[src/common/d3tx_regs.vh]
// Register offsets, field positions, the control reset value and frame geometry of the DS3 transmit line output.
`ifndef D3TX_REGS_VH
`define D3TX_REGS_VH

// ==========================================================================
// Register offsets
// ==========================================================================
`define D3TX_ADDR_W 8
`define D3TX_CTRL_ADDR 8'h00
`define D3TX_STATUS_ADDR 8'h04
`define D3TX_FRAMES_ADDR 8'h08

// ==========================================================================
// Control register fields and reset value
// ==========================================================================
`define D3TX_CTRL_ATM_BIT 0
`define D3TX_CTRL_BIPOLAR_BIT 1
`define D3TX_CTRL_FALLING_BIT 2
`define D3TX_CTRL_OVH_SER_BIT 3
`define D3TX_CTRL_CLKSRC_BIT 4
`define D3TX_CTRL_W 5
`define D3TX_CTRL_RESET 5'h00

// ==========================================================================
// Status register fields
// ==========================================================================
`define D3TX_STAT_BLK_LSB 0
`define D3TX_STAT_SUBFR_LSB 4
`define D3TX_STAT_ROW_LSB 8
`define D3TX_STAT_POL_BIT 12

// ==========================================================================
// DS3 frame geometry
// ==========================================================================
`define D3TX_BLOCK_LAST 7'h54
`define D3TX_BLK_LAST 3'h7
`define D3TX_SUBFR_LAST 3'h6

// ==========================================================================
// PLCP frame geometry, counted in payload bits
// ==========================================================================
`define D3TX_PLCP_LAST 13'h1593
`define D3TX_PLCP_NIBBLE_START 13'h1590
`define D3TX_ROW_LAST 9'h1C7
`define D3TX_ROW_TRAILER 4'hC
`define D3TX_A1_END 9'h008
`define D3TX_A2_END 9'h010
`define D3TX_POH_START 9'h018
`define D3TX_POH_END 9'h020
`define D3TX_A1_BYTE 8'hF6
`define D3TX_A2_BYTE 8'h28

`endif

[src/rtl/d3tx_sync.v]
// Two-stage synchroniser for a group of pin inputs.
`timescale 1ns/1ps
module d3tx_sync #(
   parameter WIDTH = 1
) (
   input wire clk,
   input wire sys_rst,
   input wire [WIDTH-1:0] asyncIn,
   output reg [WIDTH-1:0] syncOut
);

   reg [WIDTH-1:0] stage1;

   // ==========================================================================
   // Only the second stage is visible to the logic behind it.
   // ==========================================================================
   always @(posedge clk) begin
      if (sys_rst) begin
         stage1 <= {WIDTH{1'b0}};
         syncOut <= {WIDTH{1'b0}};
      end else begin
         stage1 <= asyncIn;
         syncOut <= stage1;
      end
   end

endmodule

[src/rtl/d3tx_line_out.v]
// DS3 transmit line output, overhead slot strobes and PLCP path overhead port.
//
// Local design decisions: the register addresses and strobed register access.
`timescale 1ns/1ps
`include "d3tx_regs.vh"

// Overview of operation
// - Overhead from serial input when configured.
// - Else overhead pin if enabled, else internal.
// - ATM mode: strobe marks final PLCP nibble.
// - Unipolar: positive rail carries whole stream.
// - Bipolar: positive rail marks positive pulses.
// - Bipolar: negative rail marks negative pulses.
// - Unipolar: negative rail marks frame end.
// - Unipolar: negative rail low elsewhere.
// - Frame start marks first Z6 bit.
// - Frame start only in ATM mode.
// - Insert enable selects external path overhead.
// - Path overhead clocked by device clock output.
// - Line clock out from selected source.
module d3tx_line_out (
   input wire clk,
   input wire sys_rst,
   input wire [`D3TX_ADDR_W-1:0] regAddr,
   input wire [31:0] regWrData,
   input wire regWr,
   input wire regRd,
   output reg [31:0] regRdData,
   input wire txInClock,
   input wire rxLineClock,
   input wire serialPayloadInput,
   input wire ovhSerialInput,
   input wire ovhInsertEnable,
   input wire pohSerialInput,
   input wire pohInsertEnable,
   output reg txLineClock,
   output reg lineRailPositive,
   output reg lineRailNegative,
   output reg ovhSlotStrobe,
   output reg pohInsertFrameStart,
   output reg pohSerialClock
);

   // ==========================================================================
   // Pin synchronisers
   // ==========================================================================
   wire [6:0] pinSync;

   d3tx_sync #(
      .WIDTH(7)
   ) pinSyncInst (
      .clk(clk),
      .sys_rst(sys_rst),
      .asyncIn({pohInsertEnable, pohSerialInput, ovhInsertEnable, ovhSerialInput,
                serialPayloadInput, rxLineClock, txInClock}),
      .syncOut(pinSync)
   );

   wire txInClockS = pinSync[0];
   wire rxLineClockS = pinSync[1];
   wire serialIn = pinSync[2];
   wire ovhIn = pinSync[3];
   wire ovhInsert = pinSync[4];
   wire pohIn = pinSync[5];
   wire pohInsert = pinSync[6];

   // ==========================================================================
   // Control register
   // ==========================================================================
   reg [`D3TX_CTRL_W-1:0] ctrl;
   wire atmMode = ctrl[`D3TX_CTRL_ATM_BIT];
   wire bipolar = ctrl[`D3TX_CTRL_BIPOLAR_BIT];
   wire fallingEdge = ctrl[`D3TX_CTRL_FALLING_BIT];
   wire ovhFromSerial = ctrl[`D3TX_CTRL_OVH_SER_BIT];
   wire clkFromRx = ctrl[`D3TX_CTRL_CLKSRC_BIT];

   // ==========================================================================
   // Line clock selection and edge detection
   // ==========================================================================
   reg selClkPrev;
   wire selClk = clkFromRx ? rxLineClockS : txInClockS;
   wire riseSeen = selClk & ~selClkPrev;
   wire fallSeen = ~selClk & selClkPrev;
   wire bitTick = fallingEdge ? fallSeen : riseSeen;

   // ==========================================================================
   // Frame counters and state
   // ==========================================================================
   reg [6:0] bitPos;
   reg [2:0] blkIdx;
   reg [2:0] subfrIdx;
   reg [12:0] plcpCount;
   reg [8:0] rowBit;
   reg [3:0] rowIdx;
   reg parityAcc;
   reg parityLast;
   reg amiPolarity;
   reg pohWindow;
   reg [15:0] frameCount;

   wire ovhSlot = (bitPos == 7'h00);
   wire blockEnd = (bitPos == `D3TX_BLOCK_LAST);
   wire frameEnd = blockEnd && (blkIdx == `D3TX_BLK_LAST) && (subfrIdx == `D3TX_SUBFR_LAST);
   wire inRows = (rowIdx != `D3TX_ROW_TRAILER);
   wire pohSlot = inRows && (rowBit >= `D3TX_POH_START) && (rowBit < `D3TX_POH_END);

   // ==========================================================================
   // Internally generated overhead bit for the current slot
   // ==========================================================================
   reg internalOh;
   always @* begin
      internalOh = 1'b0;
      case (blkIdx)
         3'h0: begin
            if (subfrIdx < 3'h2) begin
               internalOh = 1'b1;
            end else if (subfrIdx < 3'h4) begin
               internalOh = parityLast;
            end else begin
               internalOh = (subfrIdx == 3'h5);
            end
         end
         3'h1: internalOh = 1'b1;
         3'h7: internalOh = 1'b1;
         default: internalOh = 1'b0;
      endcase
   end

   // ==========================================================================
   // PLCP payload bit
   // ==========================================================================
   wire [7:0] a1Byte = `D3TX_A1_BYTE;
   wire [7:0] a2Byte = `D3TX_A2_BYTE;
   wire [2:0] framingBitSel = 3'h7 - rowBit[2:0];
   reg plcpBit;
   always @* begin
      plcpBit = serialIn;
      if (inRows && rowBit < `D3TX_A1_END) begin
         plcpBit = a1Byte[framingBitSel];
      end else if (inRows && rowBit < `D3TX_A2_END) begin
         plcpBit = a2Byte[framingBitSel];
      end else if (pohSlot) begin
         plcpBit = pohInsert ? pohIn : 1'b0;
      end
   end

   // ==========================================================================
   // Outbound bit selection
   // ==========================================================================
   reg lineBit;
   always @* begin
      lineBit = serialIn;
      if (ovhSlot) begin
         if (ovhFromSerial) begin
            lineBit = serialIn;
         end else if (ovhInsert) begin
            lineBit = ovhIn;
         end else begin
            lineBit = internalOh;
         end
      end else if (atmMode) begin
         lineBit = plcpBit;
      end
   end

   // ==========================================================================
   // Register bus
   // ==========================================================================
   always @(posedge clk) begin
      if (sys_rst) begin
         ctrl <= `D3TX_CTRL_RESET;
         regRdData <= 32'h0000_0000;
      end else begin
         if (regWr && regAddr == `D3TX_CTRL_ADDR) begin
            ctrl <= regWrData[`D3TX_CTRL_W-1:0];
         end
         regRdData <= 32'h0000_0000;
         if (regRd) begin
            case (regAddr)
               `D3TX_CTRL_ADDR: regRdData <= {27'h000_0000, ctrl};
               `D3TX_STATUS_ADDR: begin
                  regRdData <= {19'h0_0000, amiPolarity, rowIdx, 1'b0, subfrIdx, 1'b0, blkIdx};
               end
               `D3TX_FRAMES_ADDR: regRdData <= {16'h0000, frameCount};
               default: regRdData <= 32'h0000_0000;
            endcase
         end
      end
   end

   // ==========================================================================
   // Line clock output and path overhead clock
   // ==========================================================================
   always @(posedge clk) begin
      if (sys_rst) begin
         selClkPrev <= 1'b0;
         txLineClock <= 1'b0;
         pohSerialClock <= 1'b0;
      end else begin
         selClkPrev <= selClk;
         txLineClock <= selClk;
         // clock pulses only in the path overhead byte
         pohSerialClock <= selClk & pohWindow & atmMode;
      end
   end

   // ==========================================================================
   // DS3 frame position
   // ==========================================================================
   always @(posedge clk) begin
      if (sys_rst) begin
         bitPos <= 7'h00;
         blkIdx <= 3'h0;
         subfrIdx <= 3'h0;
         parityAcc <= 1'b0;
         parityLast <= 1'b0;
         frameCount <= 16'h0000;
      end else if (bitTick) begin
         if (blockEnd) begin
            bitPos <= 7'h00;
            blkIdx <= blkIdx + 3'h1;
            if (blkIdx == `D3TX_BLK_LAST) begin
               subfrIdx <= (subfrIdx == `D3TX_SUBFR_LAST) ? 3'h0 : subfrIdx + 3'h1;
            end
         end else begin
            bitPos <= bitPos + 7'h01;
         end
         if (frameEnd) begin
            parityLast <= parityAcc ^ lineBit;
            parityAcc <= 1'b0;
            frameCount <= frameCount + 16'h0001;
         end else if (!ovhSlot) begin
            parityAcc <= parityAcc ^ lineBit;
         end
      end
   end

   // ==========================================================================
   // PLCP frame position, advanced on payload bits only
   // ==========================================================================
   always @(posedge clk) begin
      if (sys_rst) begin
         plcpCount <= 13'h0000;
         rowBit <= 9'h000;
         rowIdx <= 4'h0;
         pohWindow <= 1'b0;
      end else if (bitTick) begin
         pohWindow <= pohSlot && !ovhSlot;
         if (!ovhSlot) begin
            if (plcpCount == `D3TX_PLCP_LAST) begin
               plcpCount <= 13'h0000;
               rowBit <= 9'h000;
               rowIdx <= 4'h0;
            end else begin
               plcpCount <= plcpCount + 13'h0001;
               if (rowBit == `D3TX_ROW_LAST && inRows) begin
                  rowBit <= 9'h000;
                  rowIdx <= rowIdx + 4'h1;
               end else begin
                  rowBit <= rowBit + 9'h001;
               end
            end
         end
      end
   end

   // ==========================================================================
   // Line rails and strobes
   // ==========================================================================
   always @(posedge clk) begin
      if (sys_rst) begin
         lineRailPositive <= 1'b0;
         lineRailNegative <= 1'b0;
         ovhSlotStrobe <= 1'b0;
         pohInsertFrameStart <= 1'b0;
         amiPolarity <= 1'b0;
      end else if (bitTick) begin
         if (bipolar) begin
            lineRailPositive <= lineBit & ~amiPolarity;
            lineRailNegative <= lineBit & amiPolarity;
            if (lineBit) begin
               amiPolarity <= ~amiPolarity;
            end
         end else begin
            lineRailPositive <= lineBit;
            lineRailNegative <= frameEnd;
         end
         if (atmMode) begin
            ovhSlotStrobe <= (plcpCount >= `D3TX_PLCP_NIBBLE_START);
         end else begin
            ovhSlotStrobe <= blockEnd;
         end
         pohInsertFrameStart <= atmMode && !ovhSlot && rowIdx == 4'h0 && rowBit == `D3TX_POH_START;
      end
   end

endmodule

[config.mk]
export PLATFORM = sky130hd
export DESIGN_NAME = d3tx_line_out
export DESIGN_NICKNAME = d
export VERILOG_FILES = /design/src/rtl/d3tx_sync.v /design/src/rtl/d3tx_line_out.v
export VERILOG_INCLUDE_DIRS = /design/src /design/src/common
export SDC_FILE = /design/constraint.sdc
export NUM_CORES = 1
export LEC_CHECK = 0
export BUFFER_PORTS_ARGS = -buffer_cell sky130_fd_sc_hd__buf_2
export CORE_MARGIN = 1
export CORE_UTILIZATION = 60
export CTS_BUF_LIST = sky130_fd_sc_hd__clkbuf_8 sky130_fd_sc_hd__clkbuf_16
export DETAILED_ROUTE_END_ITERATION = 16
export PLACE_DENSITY = 0.85
export SLEW_MARGIN = 20
export SYNTH_ARGS = -nofsm -noshare
export SYNTH_HDL_FRONTEND = slang
export SYNTH_SLANG_ARGS = --single-unit
[constraint.sdc]
create_clock -name clk -period 4.15 [get_ports clk]
set_input_delay 0.6225 -clock clk [delete_from_list [all_inputs] [get_ports clk]]
set_output_delay 0.6225 -clock clk [all_outputs]
set_load 0.005 [all_outputs]
After elaboration in Yosys (flattened, before gate mapping)
Memories as Yosys holds them, arrays and structs flattened.
Index checks and enable logic that the tools add are counted.
{"block": "totals", "register_bits": 116, "latch_bits": 0, "ramBits": 0, "rom_bits": 16, "inputBits": 51, "output_inout_bits": 38, "mem_count": 2}
{"block": "classes", "add_sub_neg": 8, "multipliers": 0, "div_mod_pow": 0, "magnitude_cmp": 8, "n_eq_ne": 12, "shift": 0, "n_mux": 28, "n_bitwise": 12, "n_reduce_logical": 27}
{"name": "(name not given)", "depth": 8, "width": 1, "read_ports": 1, "rd_ports_with_merged_regs": 0, "wr": 0, "line_no": "d3tx_line_out.v:141", "rtl": "plcpBit = a2Byte[framingBitSel];"}
{"name": "(name not given)", "depth": 8, "width": 1, "read_ports": 1, "rd_ports_with_merged_regs": 0, "wr": 0, "line_no": "d3tx_line_out.v:139", "rtl": "plcpBit = a1Byte[framingBitSel];"}
{"cell": "16-bit case mux with 3 select lines", "count": 1}
{"cell": "1-bit 2-to-1 mux", "count": 19}
{"cell": "9-bit 2-to-1 mux", "count": 2}
{"cell": "16-bit by 1-bit adder with 16-bit output (second input constant)", "count": 1}
{"cell": "13-bit by 1-bit adder with 13-bit output (second input constant)", "count": 1}
{"cell": "13-bit == test (second input constant)", "count": 1}
{"cell": "13-bit >= comparator (second input constant)", "count": 1}
{"cell": "13-bit 2-to-1 mux", "count": 1}
{"cell": "1-bit logical AND", "count": 12}
{"cell": "9-bit by 1-bit adder with 9-bit output (second input constant)", "count": 1}
{"cell": "3-bit == test (second input constant)", "count": 3}
{"cell": "9-bit by 5-bit == test with 1-bit output (second input constant)", "count": 1}
{"cell": "9-bit == test (second input constant)", "count": 1}
{"cell": "9-bit by 5-bit >= comparator with 1-bit output (second input constant)", "count": 1}
{"cell": "9-bit by 4-bit less-than comparator with 1-bit output (second input constant)", "count": 1}
{"cell": "9-bit by 5-bit less-than comparator with 1-bit output (second input constant)", "count": 1}
{"cell": "9-bit by 6-bit less-than comparator with 1-bit output (second input constant)", "count": 1}
{"cell": "3-bit AND reduction", "count": 3}
{"cell": "8-bit by 3-bit == test with 1-bit output (second input constant)", "count": 1}
{"cell": "8-bit by 4-bit == test with 1-bit output (second input constant)", "count": 1}
{"cell": "8-bit logical NOT", "count": 1}
{"cell": "4-bit 2-to-1 mux", "count": 2}
{"cell": "2-bit AND reduction", "count": 4}
{"cell": "7-bit by 1-bit adder with 7-bit output (second input constant)", "count": 1}
{"cell": "other kinds (22)", "count": 33}

Longest topological paths before layout
Gate-level depths: netlist (run 1).
{"block": "logic_depth", "depth_word": 11, "mapped_depth": 9, "ltp_nobuf": 8}

Modules after synthesis
A second synthesis (run 1) with hierarchy kept.
{"block": "hier_totals", "hier_cells": 528, "area_unflattened_um2": 4595.7}
{"module": "d3tx_line_out", "instances": 1, "cells_per_inst": 499, "area_each_um2": 4187.8, "seq_area_each_um2": 1721.7}
{"module": "d3tx_sync", "instances": 1, "cells_per_inst": 29, "area_each_um2": 407.9, "seq_area_each_um2": 280.3}

Least setup slack after synthesis (run 1)
OpenSTA, ideal clock, no wires.
{"block": "synth_timing", "path_kind": "register -> register", "start": "reg bitPos[0]", "end": "reg amiPolarity", "arrival_ns": 2.015, "required_ns": 4.027, "setup_slack_ns": 2.012, "stages_incl_launch_ff": 9, "synth_period_minus_slack_ns": 2.138, "cell_sequence": "dfxtp_1 > inv_1 > ha_1 > or3b_4 > or4_4 > nand3b_2 > o211ai_4 > nand3_1 > mux2_1"}
{"block": "synth_between", "elab_chain_cells": 3}
{"element": "from (decl)", "line_no": "d3tx_line_out.v:89", "rtl": "reg [6:0] bitPos;"}
{"element": "from (signal assigned)", "line_no": "d3tx_line_out.v:226", "rtl": "bitPos <= bitPos + 7'h01;"}
{"element": "7-bit logical NOT", "line_no": "d3tx_line_out.v:101", "rtl": "wire ovhSlot = (bitPos == 7'h00);"}
{"element": "1-bit 2-to-1 mux", "line_no": "d3tx_line_out.v:153", "rtl": "if (ovhSlot) begin"}
{"element": "3-bit AND reduction (no line)"}
{"element": "to (signal assigned)", "line_no": "d3tx_line_out.v:282", "rtl": "amiPolarity <= ~amiPolarity;"}
{"element": "to (decl)", "line_no": "d3tx_line_out.v:97", "rtl": "reg amiPolarity;"}
No other way between the ends.
A chain may end at the register's enable or synchronous reset.

Worst setup path after layout (run 1)
{"block": "layout_timing", "start": "reg bitPos[0]", "end": "reg frameCount[15]"}
{"block": "layout_between", "elab_chain_cells": 4}
{"element": "7-bit == test (no line)"}
{"element": "1-bit logical AND (2 in series)", "line_no": "d3tx_line_out.v:103", "rtl": "wire frameEnd = blockEnd && (blkIdx == `D3TX_BLK_LAST) && (subfrIdx == `D3TX_SUBFR_LAST);"}
{"element": "2-bit AND reduction (no line)"}
{"element": "to (signal assigned)", "line_no": "d3tx_line_out.v:231", "rtl": "frameCount <= frameCount + 16'h0001;"}
{"element": "to (decl)", "line_no": "d3tx_line_out.v:99", "rtl": "reg [15:0] frameCount;"}
No other way between the ends.

==> results of run 1 <==
cell type report:
type / instances / area share [%]
clock buffer: 10 / 2.689
clock inverter: 6 / 1.833
inverter: 18 / 1.320
multi-input combinational: 379 / 47.93
sequential: 100 / 39.11
tap: 99 / 2.420
timing repair buffer: 47 / 4.693
metrics by stage:
step                cells  setup slack, ns  util [%]
floorplan             534            2.012         -
global placement      643            1.753     65.97
detailed placement    643            1.671     65.97
CTS                   659            1.727     69.09
global route          659            1.569     69.09
finish                659            1.736     69.09
synthesized netlist by cell type, types with 14 or more instances:
cell type / count / share of area (%)
a21oi_1: 27 / 2.9
buf_4: 17 / 2.7
dfxtp_1: 100 / 43
ha_1: 14 / 3.7
inv_1: 18 / 1.4
nand2_1: 34 / 2.7
nand3_1: 15 / 1.6
nor2_1: 68 / 5.5
nor2b_1: 18 / 2.4
o21ai_0: 15 / 1.6
or3_1: 14 / 1.9
xnor2_1: 14 / 2.6
xor2_1: 18 / 3.4
power by group through the flow:
stage / registers [W] / logic (W) / clock network (W)
3_5_place_dp: 0.000995 / 0.0000671 / 0
2_1_floorplan: 0.000993 / 0.0000591 / 0
3_3_place_gp: 0.000994 / 0.0000656 / 0
4_1_cts: 0.000972 / 0.0000677 / 0.000716
5_1_grt: 0.000973 / 0.0000753 / 0.000753
6_report: 0.000972 / 0.0000678 / 0.000705
worst reg2reg max path: stages, from the launching register on:
cell and delay [ns]:
dfxtp_1 0.35, inv_1 0.10, ha_1 0.17, or3b_4 0.45, nor4_4 0.48, nand4_4 0.22
or3_1 0.42, a21oi_1 0.14
layout by cell type (no fill, tap or decap), types with 3 or more instances in the layout:
cell type / n
nand2_1: 34
or3_1: 14
nand4_1: 12
xnor2_1: 14
buf_2: 45
a31oi_1: 3
nand2b_1: 5
nor2b_1: 18
inv_6: 3
and4_1: 3
xor2_1: 18
a21oi_1: 27
dfxtp_1: 100
mux2i_1: 11
or2_2: 4
and3_1: 10
o21ai_0: 15
conb_1: 16
ha_1: 14
a22oi_1: 7
and2_1: 7
clkbuf_8: 10
nor4_1: 3
inv_1: 18
nor3_1: 13
nor2_1: 68
nand3_1: 15
routing by layer:
metal / share of wire [%] / GRT usage [%] / vias to the layer above
li1: - / - / 1835
met1: 43 / 30.50 / 1807
met2: 52 / 44.02 / 82
met3: 3.8 / 4.798 / 17
met4: 1.5 / 9.677 / 0
met5: 0 / 0 / -
worst paths after layout:
check                                 endpoint                              from
min reg2reg  pinSyncInst.syncOut[5]$_SDFF_PP0_  pinSyncInst.stage1[5]$_SDFF_PP0_
max                frameCount[15]$_SDFFE_PP0P_            bitPos[0]$_SDFFE_PP0P_
min          pinSyncInst.syncOut[5]$_SDFF_PP0_  pinSyncInst.stage1[5]$_SDFF_PP0_
max reg2reg        frameCount[15]$_SDFFE_PP0P_            bitPos[0]$_SDFFE_PP0P_
cell families (layout without fill, tap and decap cells):
| logic type | count (synthesis) | after routing | synth area share, % |
|---|---|---|---|
| XOR/XNOR | 32 | 32 | 5.986 |
| adder cells (fa/ha/maj) | 14 | 14 | 3.741 |
| flip-flops | 100 | 100 | 42.76 |
| AO/OA/AOI/OAI | 73 | 73 | 10.56 |
| AND/OR/NAND/NOR | 229 | 229 | 27.20 |
| multiplexers | 15 | 15 | 3.634 |
| buffers and inverters | 55 | 81 | 6.040 |
| other | 1 | 16 | 0.08009 |
flip-flops by register name (all words and copies together), names as in the netlist, 3 cells and up:
name / count
regRdData: 16
blkIdx: 3
rowBit: 9
pinSyncInst.stage1: 7
rowIdx: 4
subfrIdx: 3
frameCount: 16
pinSyncInst.syncOut: 7
bitPos: 7
ctrl: 5
plcpCount: 13
==> metrics.yaml, run 1 <==
synth_edf_count: 0
clockPowerShare_pct: 40.4
wire_per_inst_um: 14.85
ys_warn_count: 0
fin_crit_sh_pct: 58.16
dpl-instance-area_mm2: 0.004887
path_clk_slew_ns: 0.10
worstPathArrival_ns: 2.70
total_power_w: 0.001745
cap_violations: 0
fp.dieW_um: 90.34
r2r_setup_slack_ns: 1.74
track_usage_pct: 25.16
cts_tree: "yes"
wl_um: 9783
critical-path-top-delay-family: "simple AND/OR/NAND/NOR gates"
fill_cells: 565
holdPathStages: 1
clk_path_buf_depth: 2
fp.dieH_um: 90.34
reg2reg_depth: 7
multi_input_area_mm2: 0.002454
initial_utilization_pct: 63.20
clock_sinks: 100
finalHoldViolCount: 0
avgSynthCellArea_um2: 9.021
crit_path_start_kind: "register"
power_density_mw_per_mm2: 340.9
p_int_w: 0.001356
post_cts_buffers: 0
p_comb_share_pct: 3.9
worstPathMaxFanout: 8
grt_max_degree: 48
via_count: 3741
netlist_area_mm2: 0.004682
antenna_cells: 0
rsz0062_at_grt: "no"
grt_overflow_total: 0
fmax_mhz: 414.3
portBuffers: 45
hold_class: "register to register"
required_ns: 4.44
clock_skew_ns: 0.008509
hpwl_um: 6813
areaGrowthSynthToFinish_pct: 9.327
critical_path_depth: 7
ff_latch_area_mm2: 0.002002
tightest_slew_ns: 0.8511
totalNegativeSetupSlack_ns: 0
cp_slowest_cell: "nor4_4"
drt_iter0_markers: 223
holdBufCountCts: 0
peakVddDrop_mv: 0.2807
p_sw_w: 0.0003893
ys_seq_elements: 100
cts_resized: 0
grt_pass1_vias: 3540
rows: 31
insertion_delay_ns: 0.37
path_class: "register to register"
synth_ff_type: "dfxtp_1"
slew_viol_final: 0
slowest_delay_ns: 0.48
coreArea_mm2: 0.007408
ant_nets: 0
fp.dieArea_mm2: 0.008160
cp_num_buf_inv: 1
h-tree-depth: 3
grt_first_pass_wirelength_um: 16590
crit_chain: "inv_1 > ha_1 > or3b_4 > nor4_4 > nand4_4 > or3_1 > a21oi_1"
status: "complete, no violations"
drt_first_pass_iters: 4
setup_viol: 0
power_frac_seq_pct: 55.7
num_io_pins: 89
period_minus_slack_ns: 2.414
yosysUniqueCellTypes: 68
syn_inst: 519
clockRootBuffer: "clkbuf_8"
nNetsFinal: 620
cts_made_buffers: 9
gp_congestion: 0.8446
grt_antenna_before_repair: 0
relSlewSlack_pct: 43.11
synth-seq-area-share_pct: 42.76
layout-drive-gt1-share_pct: 15.71
drc_errors: 0
synthArstFlopShare_pct: 0
sw_frac_of_total_pct: 22.31
via_per_inst: 5.677
fin_area_mm2: 0.005119
p_leak_nw: 1.930
fin_hold_ws_ns: 0.4481
endpoint_kind: "register"
Note: power is estimated with default switching activity, not from simulation.
==> run 2: changes to the inputs <==
--- a/config.mk
+++ b/config.mk
@@ -8,10 +8,10 @@
 export LEC_CHECK = 0
 export BUFFER_PORTS_ARGS = -buffer_cell sky130_fd_sc_hd__buf_2
 export CORE_MARGIN = 1
-export CORE_UTILIZATION = 60
+export CORE_UTILIZATION = 55
 export CTS_BUF_LIST = sky130_fd_sc_hd__clkbuf_8 sky130_fd_sc_hd__clkbuf_16
 export DETAILED_ROUTE_END_ITERATION = 16
-export PLACE_DENSITY = 0.85
+export PLACE_DENSITY = 0.79
 export SLEW_MARGIN = 20
 export SYNTH_ARGS = -nofsm -noshare
 export SYNTH_HDL_FRONTEND = slang
==> constraint.sdc (replaced) <==
create_clock -name clk -period 2.3 [get_ports clk]
set_input_delay 0.345 -clock clk [delete_from_list [all_inputs] [get_ports clk]]
set_output_delay 0.345 -clock clk [all_outputs]
set_load 0.005 [all_outputs]
==> run 2 against run 1 <==
Clock-buffer cell count fell by 1; non-clock buffer count rose by 25; largest cell class unchanged; global-route usage fell by 2.8 points; cell count rose by 4.7%; sequential power rose by 80%; worst hold slack got worse by 0.27 ns.
==> metrics.yaml, run 2 (same netlist as run 1, synthesis figures left out) <==
gp_congestion: 0.8519  # +0.86%
worstPathArrival_ns: 2.55  # -0.15 ns
total_power_w: 0.002929  # +68%
grt_first_pass_wirelength_um: 15570  # -6.2%
post-route-util_pct: 65.49  # -3.6 points
grt_pass1_vias: 3395  # -4.1%
antenna_cells: 0  # unchanged
grt_antenna_before_repair: 0  # unchanged
num_io_pins: 89  # unchanged
coreArea_mm2: 0.008217  # +11%
dpl-instance-area_mm2: 0.005047  # +3.3%
rsz0062_at_grt: "yes"
wl_um: 9683  # -1.0%
multi_input_area_mm2: 0.002546  # +3.8%
endpoint_kind: "register"
grt_max_degree: 38  # -21%
crit_path_start_kind: "register"
drt_iter0_markers: 214  # -4.0%
largestRegisters: "frameCount (16), regRdData (16), plcpCount (13)"
clk_path_buf_depth: 2  # unchanged
r2r_setup_slack_ns: 0.04  # -1.70 ns
via_per_inst: 5.472  # -3.6%
final_common_cell: "dfxtp_1"
clockRootBuffer: "clkbuf_8"
clock_skew_ns: 0.01001  # +0.001505 ns
holdBufCountCts: 0  # unchanged
worstPathMaxFanout: 8  # unchanged
hpwl_um: 6880  # +0.98%
areaGrowthSynthToFinish_pct: 14.94
fp.dieArea_mm2: 0.008886  # +8.9%
final_cell_mix: "dfxtp_1 (96), nor2_1 (66), buf_2 (45), nand2_1 (34), a21oi_1 (26)"
period_minus_slack_ns: 2.260  # -0.1533 ns
fin_area_mm2: 0.005381  # +5.1%
p_leak_nw: 2.102  # +8.9%
required_ns: 2.59  # -1.85 ns
fp.dieW_um: 94.27  # +4.4%
portBuffers: 45  # unchanged
initial_utilization_pct: 56.98  # -6.2 points
h-tree-depth: 3  # unchanged
track_usage_pct: 22.32  # -2.8 points
slew_viol_final: 0  # unchanged
insertion_delay_ns: 0.37  # about the same
drc_errors: 0  # unchanged
cts_tree: "yes"
ant_nets: 0  # unchanged
hold_class: "primary input to register"
wire_per_inst_um: 14.03  # -5.5%
status: "complete, no violations"
finalHoldViolCount: 0  # unchanged
nNetsFinal: 645  # +4.0%
setup_viol: 0  # unchanged
rows: 33  # +6.5%
cap_violations: 0  # unchanged
fill_cells: 674  # +19%
peakVddDrop_mv: 0.3210  # +14%
tightest_slew_ns: 0.7103  # -0.1408 ns
clock_sinks: 100  # unchanged
fmax_mhz: 442.4  # +6.8%
ff_latch_area_mm2: 0.002007  # +0.25%
fin_crit_sh_pct: 98.28  # +40 points
via_count: 3776  # +0.94%
cts_made_buffers: 9  # unchanged
path_class: "register to register"
grt_overflow_total: 0  # unchanged
relSlewSlack_pct: 52.64  # +9.5 points
drt_first_pass_iters: 4  # unchanged
power_density_mw_per_mm2: 544.3  # +60%
path_clk_slew_ns: 0.10  # about the same
fp.dieH_um: 94.27  # +4.4%
layout-drive-gt1-share_pct: 22.74  # +7.0 points
## run 2: cell types whose count changed in the layout (fill, tap and decap cells not counted), moves of 3 or more
cell      change
clkinv_2      +3
dfxtp_1       -4
dfxtp_2       +4
buf_4        +22
## run 2: per-stage QoR
stage,hold WS (ns),std cells,setup slack [ns],setup TNS [ns]
2_1_floorplan,0.4138,534,0.1617,0
3_3_place_gp,0.4243,666,0.08628,0
3_5_place_dp,0.4261,666,0.03160,0
4_1_cts,0.1742,682,0.001082,0
5_1_grt,0.1714,690,-0.05814,-0.3385
6_report,0.1823,690,0.03952,0
## run 2: repair_timing
action / in CTS / in global routing
endpoints found under the setup margin: 1 / 16
gates resized for setup: 0 / 26
setup buffers: 0 / 8
pin swaps: 1 / 14
## run 2: path summary, 6_finish.rpt
path,endpoint,start,depth (start not counted)
worst max register to register,frameCount[12]$_SDFFE_PP0P_,bitPos[1]$_SDFFE_PP0P_,9
worst max-delay path,frameCount[12]$_SDFFE_PP0P_,bitPos[1]$_SDFFE_PP0P_,9
worst min-delay path,pinSyncInst.stage1[5]$_SDFF_PP0_,pohSerialInput,2
worst min register to register,pinSyncInst.syncOut[1]$_SDFF_PP0_,pinSyncInst.stage1[1]$_SDFF_PP0_,1
## run 2: cell type report
class / count / area share [%]
timing repair buffer: 72 / 8.486
inverter: 18 / 1.256
clock inverter: 7 / 0.9068
multi-input combinational: 379 / 47.31
sequential: 100 / 37.29
tap: 105 / 2.441
clock buffer: 9 / 2.302
## run 2: report_power, final
group          internal, W  total (W)  switching [W]
registers          0.00175    0.00175     0.00000874
clock network     0.000400    0.00102       0.000624
logic            0.0000657   0.000151      0.0000849
total              0.00221    0.00293       0.000718
## run 2: worst max-delay path, stage by stage (launching register included)
cell	delay, ns
dfxtp_2	0.35
inv_2	0.07
ha_4	0.11
or3b_4	0.40
buf_6	0.14
nor4_4	0.24
buf_4	0.19
nand4_4	0.15
or3_4	0.41
a21oi_2	0.12
## run 2: per-layer routing
metal  GRT usage (%)  part of all wire, %  up-vias  routed length (um)
met4           6.410                 0.92        0                  89
met3           5.016                  4.2        6                 411
met2           36.84                   49       86                4724
li1                -                    -     1892                   -
met1           28.95                   46     1792                4458
met5               0                    0        -                   0
==> run 3: changes to the inputs <==
--- a/config.mk
+++ b/config.mk
@@ -8,10 +8,9 @@
 export LEC_CHECK = 0
 export BUFFER_PORTS_ARGS = -buffer_cell sky130_fd_sc_hd__buf_2
 export CORE_MARGIN = 1
-export CORE_UTILIZATION = 55
+export CORE_UTILIZATION = 25
 export CTS_BUF_LIST = sky130_fd_sc_hd__clkbuf_8 sky130_fd_sc_hd__clkbuf_16
 export DETAILED_ROUTE_END_ITERATION = 16
-export PLACE_DENSITY = 0.79
 export SLEW_MARGIN = 20
 export SYNTH_ARGS = -nofsm -noshare
 export SYNTH_HDL_FRONTEND = slang
==> constraint.sdc (replaced) <==
create_clock -name clk -period 2.2 [get_ports clk]
set_input_delay 0.55 -clock clk [delete_from_list [all_inputs] [get_ports clk]]
set_output_delay 0.55 -clock clk [all_outputs]
set_load 0.005 [all_outputs]
==> run 3 against run 2 <==
The flow now finishes with violations (design-rule violations); sequential share of layout area down 2.9 points; cell area up 8.5%; wire length up 6.3%; critical path depth unchanged; critical path type unchanged; largest cell class unchanged; largest power group unchanged.
==> metrics.yaml, run 3 (same netlist as run 1, synthesis figures left out) <==
status: "complete, but fails checks"
violations: "design-rule violations"
path_clk_slew_ns: 0.07  # -0.03 ns
drt_first_pass_iters: 11  # +7
power_density_mw_per_mm2: 639.8  # +18%
nNetsFinal: 670  # +3.9%
setup_viol: 0  # unchanged
r2r_setup_slack_ns: 0.07  # +0.03 ns
grt_pass1_vias: 3495  # +2.9%
fin_area_mm2: 0.005837  # +8.5%
fin_crit_sh_pct: 96.97  # -1.3 points
dpl-instance-area_mm2: 0.005423  # +7.4%
totalNegativeSetupSlack_ns: 0  # unchanged
cap_violations: 0  # unchanged
p_int_w: 0.002927  # +32%
hold_class: "primary input to register"
grt_first_pass_wirelength_um: 17200  # +11%
clockPowerShare_pct: 46.5  # +12 points
wire_per_inst_um: 12.27  # -13%
antenna_cells: 0  # unchanged
required_ns: 2.44  # -0.15 ns
dp.cells: 821  # +23%
rows: 49  # +48%
fp.dieW_um: 138.9  # +47%
finalHoldViolCount: 0  # unchanged
fill_cells: 1948  # +190%
final_common_cell: "dfxtp_1"
hpwl_um: 7618  # +11%
gp_congestion: 0.7932  # -6.9%
cts_tree: "yes"
final_cells: 839  # +22%
layout-drive-gt1-share_pct: 25.25  # +2.5 points
endpoint_kind: "register"
track_usage_pct: 11.06  # -11 points
clock_sinks: 100  # unchanged
fp.dieArea_mm2: 0.01928  # +120%
clockRootBuffer: "clkbuf_16"
rsz0062_at_grt: "yes"
worstPathMaxFanout: 4  # -4
drc_errors: 10  # +10
p_sw_w: 0.0008070  # +12%
crit_path_start_kind: "register"
fp.dieH_um: 138.9  # +47%
largestRegisters: "frameCount (16), regRdData (16), plcpCount (13)"
fmax_mhz: 468.7  # +6.0%
portBuffers: 45  # unchanged
p_leak_nw: 2.263  # +7.7%
grt_overflow_total: 0  # unchanged
coreArea_mm2: 0.01815  # +120%
final_cell_mix: "dfxtp_1 (97), nor2_1 (68), buf_4 (49), buf_2 (45), nand2_1 (34)"
grt_antenna_before_repair: 0  # unchanged
clk_path_buf_depth: 2  # unchanged
p_comb_share_pct: 4.4  # -0.7 points
peakVddDrop_mv: 0.3726  # +16%
period_minus_slack_ns: 2.133  # -0.1271 ns
ant_nets: 0  # unchanged
grt_max_degree: 17  # -55%
initial_utilization_pct: 25.80  # -31 points
via_per_inst: 4.493  # -18%
h-tree-depth: 3  # unchanged
drt_iter0_markers: 183  # -14%
power_frac_seq_pct: 49.1  # -11 points
wl_um: 10290  # +6.3%
via_count: 3770  # -0.16%
slew_viol_final: 0  # unchanged
holdBufCountCts: 0  # unchanged
total_power_w: 0.003734  # +27%
num_io_pins: 89  # unchanged
worstPathArrival_ns: 2.38  # -0.17 ns
cts_made_buffers: 9  # unchanged
clock_skew_ns: 0.006945  # -0.003069 ns
areaGrowthSynthToFinish_pct: 24.67
path_class: "register to register"
sw_frac_of_total_pct: 21.61  # -2.9 points
insertion_delay_ns: 0.35  # -0.02 ns
[run 3: repair_timing]
| action | 4_1_cts | 5_1_grt |
|---|---|---|
| resized for setup | 2 | 19 |
| endpoints found under the setup margin | 5 | 22 |
| pin swaps | 0 | 11 |
| endpoints found under the hold margin | 0 | 0 |
| setup buffers | 1 | 2 |
[run 3: path summary, 6_finish.rpt]
kind,cells after the start,start,endpoint
worst max-delay path,9,bitPos[0]$_SDFFE_PP0P_,amiPolarity$_SDFFE_PP0P_
worst min-delay path,2,ovhSerialInput,pinSyncInst.stage1[3]$_SDFF_PP0_
worst max register to register,9,bitPos[0]$_SDFFE_PP0P_,amiPolarity$_SDFFE_PP0P_
worst min register to register,1,pinSyncInst.stage1[6]$_SDFF_PP0_,pinSyncInst.syncOut[6]$_SDFF_PP0_
[run 3: final cells by class]
class	count	area [um2]	area share, %
tap	229	286.5	4.909
sequential	100	2006	34.36
clock inverter	6	86.33	1.479
timing repair buffer	97	635.6	10.89
clock buffer	10	239.0	4.094
multi-input combinational	379	2516	43.11
inverter	18	67.56	1.158
[run 3: layer usage]
layer | global-route usage [%] | vias to the layer above | wire (um)
li1 | - | 1937 | -
met1 | 15.44 | 1762 | 5342
met2 | 16.59 | 59 | 4437
met3 | 3.384 | 12 | 420
met4 | 2.456 | 0 | 92
met5 | 0 | - | 0
[run 3: power by group through the flow]
stage	logic [W]	clock network, W	registers (W)
finish	0.000163	0.00174	0.00183
global route	0.000179	0.00186	0.00184
global placement	0.000156	0	0.00188
floorplan	0.000112	0	0.00187
detailed placement	0.000157	0	0.00188
CTS	0.000159	0.00179	0.00183
[run 3: through the flow]
stage          hold slack [ns]  util, %  worst slack (ns)
6_report                0.4028    32.16           0.06661
4_1_cts                 0.3889    31.78          0.004978
5_1_grt                 0.3972    32.16          -0.02029
2_1_floorplan           0.4138        -           0.06165
3_3_place_gp            0.4176    29.88           0.03022
3_5_place_dp            0.4204    29.88           0.01187
[run 3: worst max-delay path: stages, from the launching register on]
cell	delay, ns
dfxtp_2	0.32
inv_2	0.05
ha_1	0.13
or3b_4	0.42
buf_6	0.15
nor4_4	0.20
o21ai_2	0.12
o211ai_4	0.22
nand3_2	0.10
mux2_4	0.30
